$ cat config.mk
export PLATFORM = sky130hd
export DESIGN_NAME = shared_gpio_port
export DESIGN_NICKNAME = d
export VERILOG_FILES = /design/src/logic/gpio_port_pkg.sv /design/src/logic/pin_sync.sv /design/src/logic/pin_mux.sv /design/src/logic/shared_gpio_port.sv
export SDC_FILE = /design/constraint.sdc
export NUM_CORES = 1
export LEC_CHECK = 0
export BUFFER_PORTS_ARGS = -buffer_cell sky130_fd_sc_hd__buf_4
export CAP_MARGIN = 20
export CORE_UTILIZATION = 45
export CTS_BUF_LIST = sky130_fd_sc_hd__clkbuf_8
export CTS_CLUSTER_DIAMETER = 40
export CTS_CLUSTER_SIZE = 8
export DETAILED_ROUTE_END_ITERATION = 10
export PLACE_DENSITY = 0.7
export RECOVER_POWER = 100
export SYNTH_ARGS = -nofsm -noshare
export SYNTH_HDL_FRONTEND = slang
export SYNTH_SLANG_ARGS = --single-unit
$ cat constraint.sdc
create_clock -name clock -period 2.5 [get_ports clock]
set_clock_uncertainty 0.1 [all_clocks]
set_input_delay 0.625 -clock clock [delete_from_list [all_inputs] [get_ports clock]]
set_output_delay 0.625 -clock clock [all_outputs]
set_load 0.03 [all_outputs]
$ cat src/logic/gpio_port_pkg.sv
// Purpose: shared constants for the general-purpose port block
// Assumes: AXI4-Lite register access, 32-bit data, 8-pin port
// Notes:   register offsets are byte addresses
package gpio_port_pkg;
  localparam int unsigned PORT_WIDTH = 8;
  localparam int unsigned ADDR_WIDTH = 6;
  localparam int unsigned DATA_WIDTH = 32;

  // register byte offsets
  localparam logic [ADDR_WIDTH-1:0] OFF_DATA      = 6'h00;
  localparam logic [ADDR_WIDTH-1:0] OFF_DIR       = 6'h04;
  localparam logic [ADDR_WIDTH-1:0] OFF_PULLUP    = 6'h08;
  localparam logic [ADDR_WIDTH-1:0] OFF_SLEW      = 6'h0C;
  localparam logic [ADDR_WIDTH-1:0] OFF_DRIVE     = 6'h10;
  localparam logic [ADDR_WIDTH-1:0] OFF_PINSTATE  = 6'h14;
  localparam logic [ADDR_WIDTH-1:0] OFF_OUTENABLE = 6'h18;

  // reset values
  localparam logic [PORT_WIDTH-1:0] RST_DATA   = 8'h00;
  localparam logic [PORT_WIDTH-1:0] RST_DIR    = 8'h00;
  localparam logic [PORT_WIDTH-1:0] RST_PULLUP = 8'h00;
  localparam logic [PORT_WIDTH-1:0] RST_SLEW   = 8'hFF;
  localparam logic [PORT_WIDTH-1:0] RST_DRIVE  = 8'h00;

  // oscillator-owned pins of port G
  localparam int unsigned OSC_PIN_A = 5;
  localparam int unsigned OSC_PIN_B = 6;

  localparam logic [1:0] RESP_OKAY   = 2'h0;
  localparam logic [1:0] RESP_SLVERR = 2'h2;
endpackage

$ cat src/logic/pin_sync.sv
// Purpose: two-flop synchroniser for a vector of pin levels
// Assumes: inputs are asynchronous to clock
// Notes:   first stage is read only by the second stage
`timescale 1ns/1ps
module pin_sync #(
  parameter int unsigned WIDTH = 8
) (
  input  wire logic             clock,
  input  wire logic             resetn,
  input  wire logic [WIDTH-1:0] asyncIn,
  output logic      [WIDTH-1:0] syncOut
);
  logic [WIDTH-1:0] stage1_q;

  always_ff @(posedge clock or negedge resetn) begin
    if (!resetn) begin
      stage1_q <= '0;
      syncOut  <= '0;
    end else begin
      stage1_q <= asyncIn;
      syncOut  <= stage1_q;
    end
  end
endmodule // pin_sync

$ cat src/logic/pin_mux.sv
// Purpose: per-pin ownership decision: analog, oscillator, peripheral, port
// Assumes: all inputs on the bus clock
// Notes:   purely combinational; the top registers every result
`timescale 1ns/1ps
module pin_mux #(
  parameter int unsigned WIDTH = 8,
  parameter logic [WIDTH-1:0] OSC_MASK = '0,
  parameter logic [WIDTH-1:0] KBI_MASK = '0
) (
  input  wire logic [WIDTH-1:0] dataLatch,
  input  wire logic [WIDTH-1:0] dirBits,
  input  wire logic [WIDTH-1:0] pullupBits,
  input  wire logic [WIDTH-1:0] slewBits,
  input  wire logic [WIDTH-1:0] driveBits,
  input  wire logic [WIDTH-1:0] periphEnable,
  input  wire logic [WIDTH-1:0] periphDir,
  input  wire logic [WIDTH-1:0] periphOut,
  input  wire logic [WIDTH-1:0] analogEnable,
  input  wire logic [WIDTH-1:0] kbiEnable,
  input  wire logic             oscEnable,
  input  wire logic [WIDTH-1:0] pinLevel,
  output logic      [WIDTH-1:0] outValue,
  output logic      [WIDTH-1:0] outDrive,
  output logic      [WIDTH-1:0] pullupOn,
  output logic      [WIDTH-1:0] slewOn,
  output logic      [WIDTH-1:0] highDrive,
  output logic      [WIDTH-1:0] readValue
);
  wire [WIDTH-1:0] oscOwned = oscEnable ? OSC_MASK : '0;
  wire [WIDTH-1:0] kbiInput = kbiEnable & KBI_MASK;
  wire [WIDTH-1:0] digital  = ~analogEnable & ~oscOwned;
  // peripheral overrides port direction; kbi forces input
  wire [WIDTH-1:0] wantOut  = (periphEnable & periphDir) |
                              (~periphEnable & dirBits);
  wire [WIDTH-1:0] isOut    = wantOut & ~kbiInput & digital;
  wire [WIDTH-1:0] latchRd  = (dirBits & dataLatch) | (~dirBits & pinLevel);

  assign outDrive  = isOut;
  assign outValue  = isOut & ((periphEnable & periphOut) |
                              (~periphEnable & dataLatch));
  assign pullupOn  = pullupBits & ~isOut & digital;
  assign slewOn    = slewBits & isOut;
  assign highDrive = driveBits & isOut;
  assign readValue = latchRd & ~analogEnable;
endmodule // pin_mux

$ cat src/logic/shared_gpio_port.sv
// Purpose: general-purpose port with pin control and shared-function override
// Assumes: AXI4-Lite slave, 40 MHz clock, async active-low reset
// Notes:   one 8-bit port; peripheral and analog enables come from on-chip units
`timescale 1ns/1ps
module shared_gpio_port
  import gpio_port_pkg::*;
#(
  parameter int unsigned  WIDTH    = PORT_WIDTH,
  parameter logic [7:0]   KBI_MASK = 8'h00,
  parameter bit           IS_PORT_G = 1'b0
) (
  input  wire logic                  clock,
  input  wire logic                  resetn,
  input  wire logic [ADDR_WIDTH-1:0] s_axi_awaddr,
  input  wire logic                  s_axi_awvalid,
  output logic                       s_axi_awready,
  input  wire logic [DATA_WIDTH-1:0] s_axi_wdata,
  input  wire logic [3:0]            s_axi_wstrb,
  input  wire logic                  s_axi_wvalid,
  output logic                       s_axi_wready,
  output logic [1:0]                 s_axi_bresp,
  output logic                       s_axi_bvalid,
  input  wire logic                  s_axi_bready,
  input  wire logic [ADDR_WIDTH-1:0] s_axi_araddr,
  input  wire logic                  s_axi_arvalid,
  output logic                       s_axi_arready,
  output logic [DATA_WIDTH-1:0]      s_axi_rdata,
  output logic [1:0]                 s_axi_rresp,
  output logic                       s_axi_rvalid,
  input  wire logic                  s_axi_rready,
  input  wire logic [WIDTH-1:0]      pinIn,
  output logic      [WIDTH-1:0]      pinOut,
  output logic      [WIDTH-1:0]      pinOutEnableN,
  output logic      [WIDTH-1:0]      pullupEnable,
  output logic      [WIDTH-1:0]      slewLimit,
  output logic      [WIDTH-1:0]      highDriveSel,
  output logic      [WIDTH-1:0]      pinLevelToPeriph,
  input  wire logic [WIDTH-1:0]      periphEnable,
  input  wire logic [WIDTH-1:0]      periphDir,
  input  wire logic [WIDTH-1:0]      periphOut,
  input  wire logic [WIDTH-1:0]      analogEnable,
  input  wire logic [WIDTH-1:0]      kbiEnable,
  input  wire logic                  oscEnable
);
  localparam logic [WIDTH-1:0] OSC_MASK =
    IS_PORT_G ? WIDTH'((1 << OSC_PIN_A) | (1 << OSC_PIN_B)) : '0;

  // registers
  logic [WIDTH-1:0] dataLatch_q, dataLatch_d;
  logic [WIDTH-1:0] dir_q, dir_d;
  logic [WIDTH-1:0] pullup_q, pullup_d;
  logic [WIDTH-1:0] slew_q, slew_d;
  logic [WIDTH-1:0] drive_q, drive_d;

  // bus state
  logic                  awHeld_q, wHeld_q;
  logic [ADDR_WIDTH-1:0] awAddr_q;
  logic [DATA_WIDTH-1:0] wData_q;
  logic [3:0]            wStrb_q;

  logic [WIDTH-1:0] pinSync;
  logic [WIDTH-1:0] muxOutValue, muxOutDrive, muxPullup, muxSlew, muxHigh, muxRead;

  pin_sync #(
    .WIDTH (WIDTH)
  ) u_sync (
    .clock   (clock),
    .resetn  (resetn),
    .asyncIn (pinIn),
    .syncOut (pinSync)
  );

  pin_mux #(
    .WIDTH    (WIDTH),
    .OSC_MASK (OSC_MASK),
    .KBI_MASK (WIDTH'(KBI_MASK))
  ) u_mux (
    .dataLatch    (dataLatch_q),
    .dirBits      (dir_q),
    .pullupBits   (pullup_q),
    .slewBits     (slew_q),
    .driveBits    (drive_q),
    .periphEnable (periphEnable),
    .periphDir    (periphDir),
    .periphOut    (periphOut),
    .analogEnable (analogEnable),
    .kbiEnable    (kbiEnable),
    .oscEnable    (oscEnable),
    .pinLevel     (pinSync),
    .outValue     (muxOutValue),
    .outDrive     (muxOutDrive),
    .pullupOn     (muxPullup),
    .slewOn       (muxSlew),
    .highDrive    (muxHigh),
    .readValue    (muxRead)
  );

  // write path: address and data accepted in any order
  wire awTake   = s_axi_awvalid & s_axi_awready;
  wire wTake    = s_axi_wvalid & s_axi_wready;
  wire haveAw   = awHeld_q | awTake;
  wire haveW    = wHeld_q | wTake;
  wire doWrite  = haveAw & haveW & ~s_axi_bvalid;
  wire [ADDR_WIDTH-1:0] wrAddr = awHeld_q ? awAddr_q : s_axi_awaddr;
  wire [DATA_WIDTH-1:0] wrData = wHeld_q ? wData_q : s_axi_wdata;
  wire [3:0]            wrStrb = wHeld_q ? wStrb_q : s_axi_wstrb;
  wire                  lane0  = wrStrb[0];

  function automatic logic isMapped(input logic [ADDR_WIDTH-1:0] a);
    isMapped = (a == OFF_DATA) || (a == OFF_DIR) || (a == OFF_PULLUP) ||
               (a == OFF_SLEW) || (a == OFF_DRIVE) || (a == OFF_PINSTATE) ||
               (a == OFF_OUTENABLE);
  endfunction

  function automatic logic isWritable(input logic [ADDR_WIDTH-1:0] a);
    isWritable = (a == OFF_DATA) || (a == OFF_DIR) || (a == OFF_PULLUP) ||
                 (a == OFF_SLEW) || (a == OFF_DRIVE);
  endfunction

  wire wrData_en   = doWrite & lane0 & (wrAddr == OFF_DATA);
  wire wrDir_en    = doWrite & lane0 & (wrAddr == OFF_DIR);
  wire wrPullup_en = doWrite & lane0 & (wrAddr == OFF_PULLUP);
  wire wrSlew_en   = doWrite & lane0 & (wrAddr == OFF_SLEW);
  wire wrDrive_en  = doWrite & lane0 & (wrAddr == OFF_DRIVE);

  // each register is written only through its own strobe, so groups stay apart
  assign dataLatch_d = wrData_en   ? wrData[WIDTH-1:0] : dataLatch_q;
  assign dir_d       = wrDir_en    ? wrData[WIDTH-1:0] : dir_q;
  assign pullup_d    = wrPullup_en ? wrData[WIDTH-1:0] : pullup_q;
  assign slew_d      = wrSlew_en   ? wrData[WIDTH-1:0] : slew_q;
  assign drive_d     = wrDrive_en  ? wrData[WIDTH-1:0] : drive_q;

  always_ff @(posedge clock or negedge resetn) begin
    if (!resetn) begin
      dataLatch_q <= RST_DATA;
      dir_q       <= RST_DIR;
      pullup_q    <= RST_PULLUP;
      slew_q      <= RST_SLEW;
      drive_q     <= RST_DRIVE;
    end else begin
      dataLatch_q <= dataLatch_d;
      dir_q       <= dir_d;
      pullup_q    <= pullup_d;
      slew_q      <= slew_d;
      drive_q     <= drive_d;
    end
  end

  // write channel handshake
  always_ff @(posedge clock or negedge resetn) begin
    if (!resetn) begin
      awHeld_q      <= 1'b0;
      wHeld_q       <= 1'b0;
      awAddr_q      <= '0;
      wData_q       <= '0;
      wStrb_q       <= '0;
      s_axi_awready <= 1'b1;
      s_axi_wready  <= 1'b1;
      s_axi_bvalid  <= 1'b0;
      s_axi_bresp   <= RESP_OKAY;
    end else begin
      if (awTake) begin
        awAddr_q <= s_axi_awaddr;
      end
      if (wTake) begin
        wData_q <= s_axi_wdata;
        wStrb_q <= s_axi_wstrb;
      end
      if (doWrite) begin
        awHeld_q     <= 1'b0;
        wHeld_q      <= 1'b0;
        s_axi_bvalid <= 1'b1;
        s_axi_bresp  <= isWritable(wrAddr) ? RESP_OKAY : RESP_SLVERR;
        s_axi_awready <= 1'b0;
        s_axi_wready  <= 1'b0;
      end else begin
        awHeld_q <= haveAw;
        wHeld_q  <= haveW;
        if (awTake) begin
          s_axi_awready <= 1'b0;
        end
        if (wTake) begin
          s_axi_wready <= 1'b0;
        end
      end
      if (s_axi_bvalid && s_axi_bready) begin
        s_axi_bvalid  <= 1'b0;
        s_axi_awready <= 1'b1;
        s_axi_wready  <= 1'b1;
      end
    end
  end

  // read path
  wire arTake = s_axi_arvalid & s_axi_arready;
  logic [WIDTH-1:0] rdSel;
  always_comb begin
    unique case (s_axi_araddr)
      OFF_DATA:      rdSel = muxRead;
      OFF_DIR:       rdSel = dir_q;
      OFF_PULLUP:    rdSel = pullup_q;
      OFF_SLEW:      rdSel = slew_q;
      OFF_DRIVE:     rdSel = drive_q;
      OFF_PINSTATE:  rdSel = pinSync;
      OFF_OUTENABLE: rdSel = muxOutDrive;
      default:       rdSel = '0;
    endcase
  end

  always_ff @(posedge clock or negedge resetn) begin
    if (!resetn) begin
      s_axi_arready <= 1'b1;
      s_axi_rvalid  <= 1'b0;
      s_axi_rdata   <= '0;
      s_axi_rresp   <= RESP_OKAY;
    end else if (arTake) begin
      s_axi_arready <= 1'b0;
      s_axi_rvalid  <= 1'b1;
      s_axi_rdata   <= DATA_WIDTH'(rdSel);
      s_axi_rresp   <= isMapped(s_axi_araddr) ? RESP_OKAY : RESP_SLVERR;
    end else if (s_axi_rvalid && s_axi_rready) begin
      s_axi_rvalid  <= 1'b0;
      s_axi_arready <= 1'b1;
    end
  end

  // pin drive registered; reset leaves every driver off with zeros latched
  always_ff @(posedge clock or negedge resetn) begin
    if (!resetn) begin
      pinOut           <= '0;
      pinOutEnableN    <= '1;
      pullupEnable     <= '0;
      slewLimit        <= '0;
      highDriveSel     <= '0;
      pinLevelToPeriph <= '0;
    end else begin
      pinOut           <= muxOutValue;
      pinOutEnableN    <= ~muxOutDrive;
      pullupEnable     <= muxPullup;
      slewLimit        <= muxSlew;
      highDriveSel     <= muxHigh;
      pinLevelToPeriph <= pinSync;
    end
  end
endmodule // shared_gpio_port

**Word level (Yosys, flattened, before mapping)**

Cells that the tools add are included.
W data, S select, Z words.

- Eq/ne operators: 10
- Multiplexer cells: 20
- Bitwise gates (word level): 34
- Reductions and logical operators: 18

Operators with widths:

| kind | number |
|---|---|
| $and A8 B8 Y8 | 13 |
| $pmux W8 S7 | 1 |
| $not A8 Y8 | 4 |
| $eq A6 B4 Y1 const B | 4 |
| $eq A6 B5 Y1 const B | 4 |
| $or A8 B8 Y8 | 3 |
| $mux W1 | 15 |
| $eq A6 B3 Y1 const B | 2 |
| $logic_not A6 Y1 | 2 |
| $and A1 B1 Y1 | 11 |
| $logic_or A1 B1 Y1 | 10 |
| $mux W8 | 1 |
| $mux W6 | 1 |
| $reduce_bool A3 Y1 | 2 |
| $mux W2 | 2 |
| $reduce_bool A2 Y1 | 2 |
| $logic_and A1 B1 Y1 | 2 |
| $or A1 B1 Y1 | 2 |
| $not A1 Y1 | 1 |

- Register bits: 138
- Input bits: 104
- Output and inout port bits: 89
- Logic and storage cells: 108

**Depth between registers and ports, before layout**

- Depth in word-level cells: 8
- Mapped depth: 6
- Depth with buffers taken out: 5

**Hierarchy**

From an unflattened synthesis, not the netlist that was laid out.

- Cell total of the unflattened synthesis: 439
- Area total of the unflattened synthesis: 5,773.0 µm²

Modules (own cells, without submodules):

| module | times used | cells an instance | area each (µm²) | sequential area each (µm²) |
|---|---|---|---|---|
| shared_gpio_port | 1 | 343 | 4,822.1 | 3,026.7 |
| pin_mux | 1 | 80 | 550.5 | 0.0 |
| pin_sync | 1 | 16 | 400.4 | 400.4 |

**Worst setup path after synthesis**

Ideal clock, no wire load.

- Kind: input -> register
- Start: in s_axi_awaddr[0]
- End: reg drive_q[0]
- Setup time: 125 ps
- Arrival time: 1,985 ps
- Required time: 2,275 ps
- Slack: 291 ps
- Stages on the path: 4
- Buffers on the path: 0
- Path through: nor4_2 nor2_1 nor4b_4 mux2_2

- Longest elaborated chain between the ends: 3

Ends and longest elaborated chain:

| element | RTL line | RTL |
|---|---|---|
| start: declaration | shared_gpio_port.sv:14 | `input wire logic [ADDR_WIDTH-1:0] s_axi_awaddr,` |
| $mux W6 | shared_gpio_port.sv:104 | `wire [ADDR_WIDTH-1:0] wrAddr = awHeld_q ? awAddr_q : s_axi_awaddr;` |
| $eq A6 B5 Y1 | shared_gpio_port.sv:124 | `wire wrDrive_en = doWrite & lane0 & (wrAddr == OFF_DRIVE);` |
| $and A1 B1 Y1 | shared_gpio_port.sv:124 |  |
| end signal: assignment | shared_gpio_port.sv:145 | `drive_q <= drive_d;` |
| end: declaration | shared_gpio_port.sv:53 | `logic [WIDTH-1:0] drive_q, drive_d;` |

No other way between the ends.
A chain may end at the register's enable or synchronous reset.

**Worst setup path in the final report**

- Start: reg awHeld_q
- End: reg drive_q[1]

- Longest elaborated chain between the ends: 5
- Elaborated cells between the ends (all ways): 7
- Classes of those cells: eq/ne: 1; mux: 1; bitwise: 5

Ends and longest elaborated chain:

| element | RTL line | RTL |
|---|---|---|
| start: declaration | shared_gpio_port.sv:56 | `logic awHeld_q, wHeld_q;` |
| start signal: assignment | shared_gpio_port.sv:177 | `awHeld_q <= haveAw;` |
| $or A1 B1 Y1 | shared_gpio_port.sv:101 | `wire haveAw = awHeld_q \| awTake;` |
| $and A1 B1 Y1 (2 in series) | shared_gpio_port.sv:103 | `wire doWrite = haveAw & haveW & ~s_axi_bvalid;` |
| $and A1 B1 Y1 | shared_gpio_port.sv:124 |  |
| $and A1 B1 Y1 * | shared_gpio_port.sv:124 |  |

Every way passes the cells marked *; elsewhere a longest branch is shown, timed or not.

==> impl_results.md <==
* Status: complete, no violations
* Combinational share of power at between 10% and 20%
* Leakage power at 3.30 nW
* Post-synth EDFFs at 0
* Slew @ Worst Pin at about 1.2 ns
* Total Power at around 4.6 mW
* Share of the synthesized area in the top cell type at 51.3%
* Switching Power at 1.23 mW
* CTS Buf Count at 17
* GP Congestion at roughly 0.78
* Syn. warnings at 0
* Die H at 115 um
* # rows at 40
* CP cell instances: nor4b_2, nor2_1, nor4b_4, buf_4, mux2_2
* CTS sink count at between 100 and 150
* Fill count at approximately 1100
* Gr usage total at 21.4%
* Clock Tree Root: clkbuf_8
* Hold EP: u_sync.stage1_q[5]
* Post-layout min period at between 2 and 2.5 ns
* Crit end category: flip-flop
* Mapped Area at ~0.0057 sq mm
* Cell Count, Final, Fillers Out at 773
* Distinct cell type count after synthesis at 46
* Avg WL per Cell at between 15 and 20 um
* Internal power at 3.41 mW
* Area contributors post-synth: dfrtp_1 51%, mux2_2 12%, dfstp_2 8.8%
* DRC at 0
* Maximum clock path buffer count at 2
* Syn Area/Cell at between 10 and 15 sq um
* H-tree levels at 4
* Final slew viol count at 0
* Largest net degree at the start of global routing at 53
* Synth Area in Adders at 0%
* First-pass GRT wire length at approximately 21 mm
* Synth async-reset ratio at 100%
* Vias at roughly 4000
* Final Net Count at ~700
* Initial antenna violation count at 0
* Clock Power Share at about 40%
* Fmax at ~440 MHz
* Vias in the first global route at 3984
* Max-Cap Viols at 0
* Initial core utilization at ~47%
* Reg-to-reg slack, setup at 0.23 ns
* R2R Path End: drive_q[1]
* WL final at approximately 13 mm
* Placed cells at around 740
* Area Overhead vs Synth at 23.9%
* Simple-gate portion of the synthesized area at between 10% and 20%
* IO Count at roughly 190
* Synth area leader: dfrtp_1
* WP data required at 2.71 ns
* Power share of the sequential group at 49.6%
* Mux contribution to synthesized area at between 10% and 20%
* CTS tree: yes
* Worst path max stage delay at between 0.5 and 0.6 ns
* Vias per inst at slightly above 5
* WHS Path Cells at 1
* Post-DP HPWL at about 9.4 mm
* Sequential area share after synthesis at about three fifths
* XOR/XNOR share of the synthesized area at 0%
* Fin crit share at around nine tenths
* Layout cell share with drive strength beyond 1 at around a third
* Pwr Density at about 660 mW/mm^2
* Clock insertion delay at the later pin of the skew report at 0.44 ns
* First-pass iteration count of the detailed router at 6
* Net Sw Frac at 26.6%
* Global route total overflow at 0
* Critical path type: reg2reg
* RR Startpoint: awHeld_q
* Resized cells post-CTS at 0
* VDD IR max at approximately 0.00028 V
* Post-CTS setup buffers at 0
* Core area at approximately 0.012 sq mm
* N_diodes at 0
* HP Start: pinIn[5]
* #FFs+latches synth at 136
* Depth of the most critical reg-to-reg path at 5
* Final Hold Fails at 0
* Hold crit path type: in2reg
* Setup TNS at 0 ns
* Die area at 0.0131 sq mm
* Type of origin of the critical path: flip-flop
* Worst EP arrival at ~2.5 ns
* DR iter-0 viols at around 190
* Antenna viol nets, final at 0
* Gate Count Post-Synth at 431
* Worst hold slack at ~0.21 ns
* Post-CTS Hold Fix Bufs at 0
* Input/output buffers at 130
* Main combinational cell family by area after synthesis: multiplexers
* Die width at 115 um
* Most used DFF post-synth: dfrtp_1
* Setup violators final at 0
* RSZ-0062 raised after global routing: false
* Worst-path clk slew at about 0.080 ns
* Compound-Gate Fraction of Synth Area at slightly above 7%
* Slew headroom at 18.4%
* CP max stage cell: dfrtp_1
* Crit path max fanout at 10
-- cell type report --
| type | instances | area [sq um] | area share [%] |
|---|---|---|---|
| sequential | 136 | 3430 | 48.5 |
| multi-input combinational | 275 | 2110 | 29.8 |
| timing repair buffer | 151 | 867 | 12.3 |
| clock buffer | 17 | 234 | 3.31 |
| tap | 168 | 210 | 2.98 |
| clock inverter | 15 | 178 | 2.52 |
| inverter | 11 | 41.3 | 0.585 |
-- worst max-delay path: cells and delay by family (launching register included) --
family                 cells  cell delay, ns
buffers and inverters      1            0.25
DFF                        1            0.57
muxes                      1            0.35
and+or+nand+nor            3            0.88
-- placed cells by master, fill, tap and decap left out, types with 3 or more instances in the layout --
| master | instances |
|---|---|
| conb_1 | 26 |
| nor3b_1 | 9 |
| o32a_1 | 7 |
| buf_4 | 70 |
| clkbuf_2 | 6 |
| and2_0 | 12 |
| nand2_1 | 11 |
| nand3_1 | 15 |
| dfstp_2 | 16 |
| mux2_2 | 62 |
| clkinvlp_4 | 4 |
| o21ai_0 | 4 |
| a22oi_1 | 6 |
| dfrtp_1 | 117 |
| inv_1 | 12 |
| a31oi_1 | 14 |
| clkbuf_4 | 8 |
| clkbuf_8 | 17 |
| dfstp_1 | 3 |
| and3_1 | 7 |
| bufinv_16 | 3 |
| mux2i_1 | 27 |
| and2_1 | 5 |
| clkinv_4 | 3 |
| clkbuf_1 | 67 |
| nor3_2 | 3 |
| nor2_1 | 23 |
| a21oi_1 | 13 |
-- through the flow --
step / cell area [sq um] / worst slack, ns / util [%]
3_3_place_gp: 6950 / 0.153 / 57.2
2_1_floorplan: 5800 / 0.291 / -
4_1_cts: 7360 / 0.232 / 60.6
6_report: 7060 / 0.225 / 58.1
5_1_grt: 7060 / 0.0487 / 58.1
3_5_place_dp: 6950 / 0.0749 / 57.2
-- worst max-delay path by stage --
stage	cells past startpoint	endpoint	start
6_report	5	drive_q[1]	awHeld_q
3_5_place_dp	5	s_axi_rdata[5]	s_axi_araddr[1]
4_1_cts	5	drive_q[1]	awHeld_q
2_1_floorplan	4	drive_q[0]	s_axi_awaddr[0]
5_1_grt	2	pinLevelToPeriph[4]	resetn
3_3_place_gp	5	s_axi_rdata[7]	s_axi_araddr[1]
-- per-layer routing --
metal	vias to the layer above	track usage, %	wire length (um)
met5	-	0	0
li1	1831	-	-
met1	1979	27.4	5590
met4	0	8.05	238
met3	20	5.51	874
met2	155	35.2	6640
-- logic make-up after synthesis --
kind of cell / Yosys count
multiplexers: 90
other: 1
AO/OA/AOI/OAI: 58
flip-flops: 136
AND/OR/NAND/NOR: 101
buffers and inverters: 45
-- cell usage after synthesis (all sizes together), types with 2 or more instances --
cell type,count
nor3b,11
nor3,4
a211oi,2
mux2,63
clkbuf,5
nor2,23
a22oi,6
and3,7
o32a,7
buf,29
nor4b,4
dfrtp,117
mux2i,27
inv,11
a21oi,13
nand2b,2
a31oi,14
o21a,2
and2,17
o21ai,5
nand3,15
nand2,11
dfstp,19
o32ai,2
-- power groups by stage --
stage / clock, mW / sequential (mW) / combinational (mW)
2_1_floorplan: 0 / 2.44 / 0.188
3_3_place_gp: 0 / 2.34 / 0.532
3_5_place_dp: 0 / 2.34 / 0.543
4_1_cts: 1.88 / 2.30 / 0.544
5_1_grt: 1.99 / 2.31 / 0.530
6_report: 1.85 / 2.30 / 0.487
Note: power is estimated with default switching activity, not from simulation.
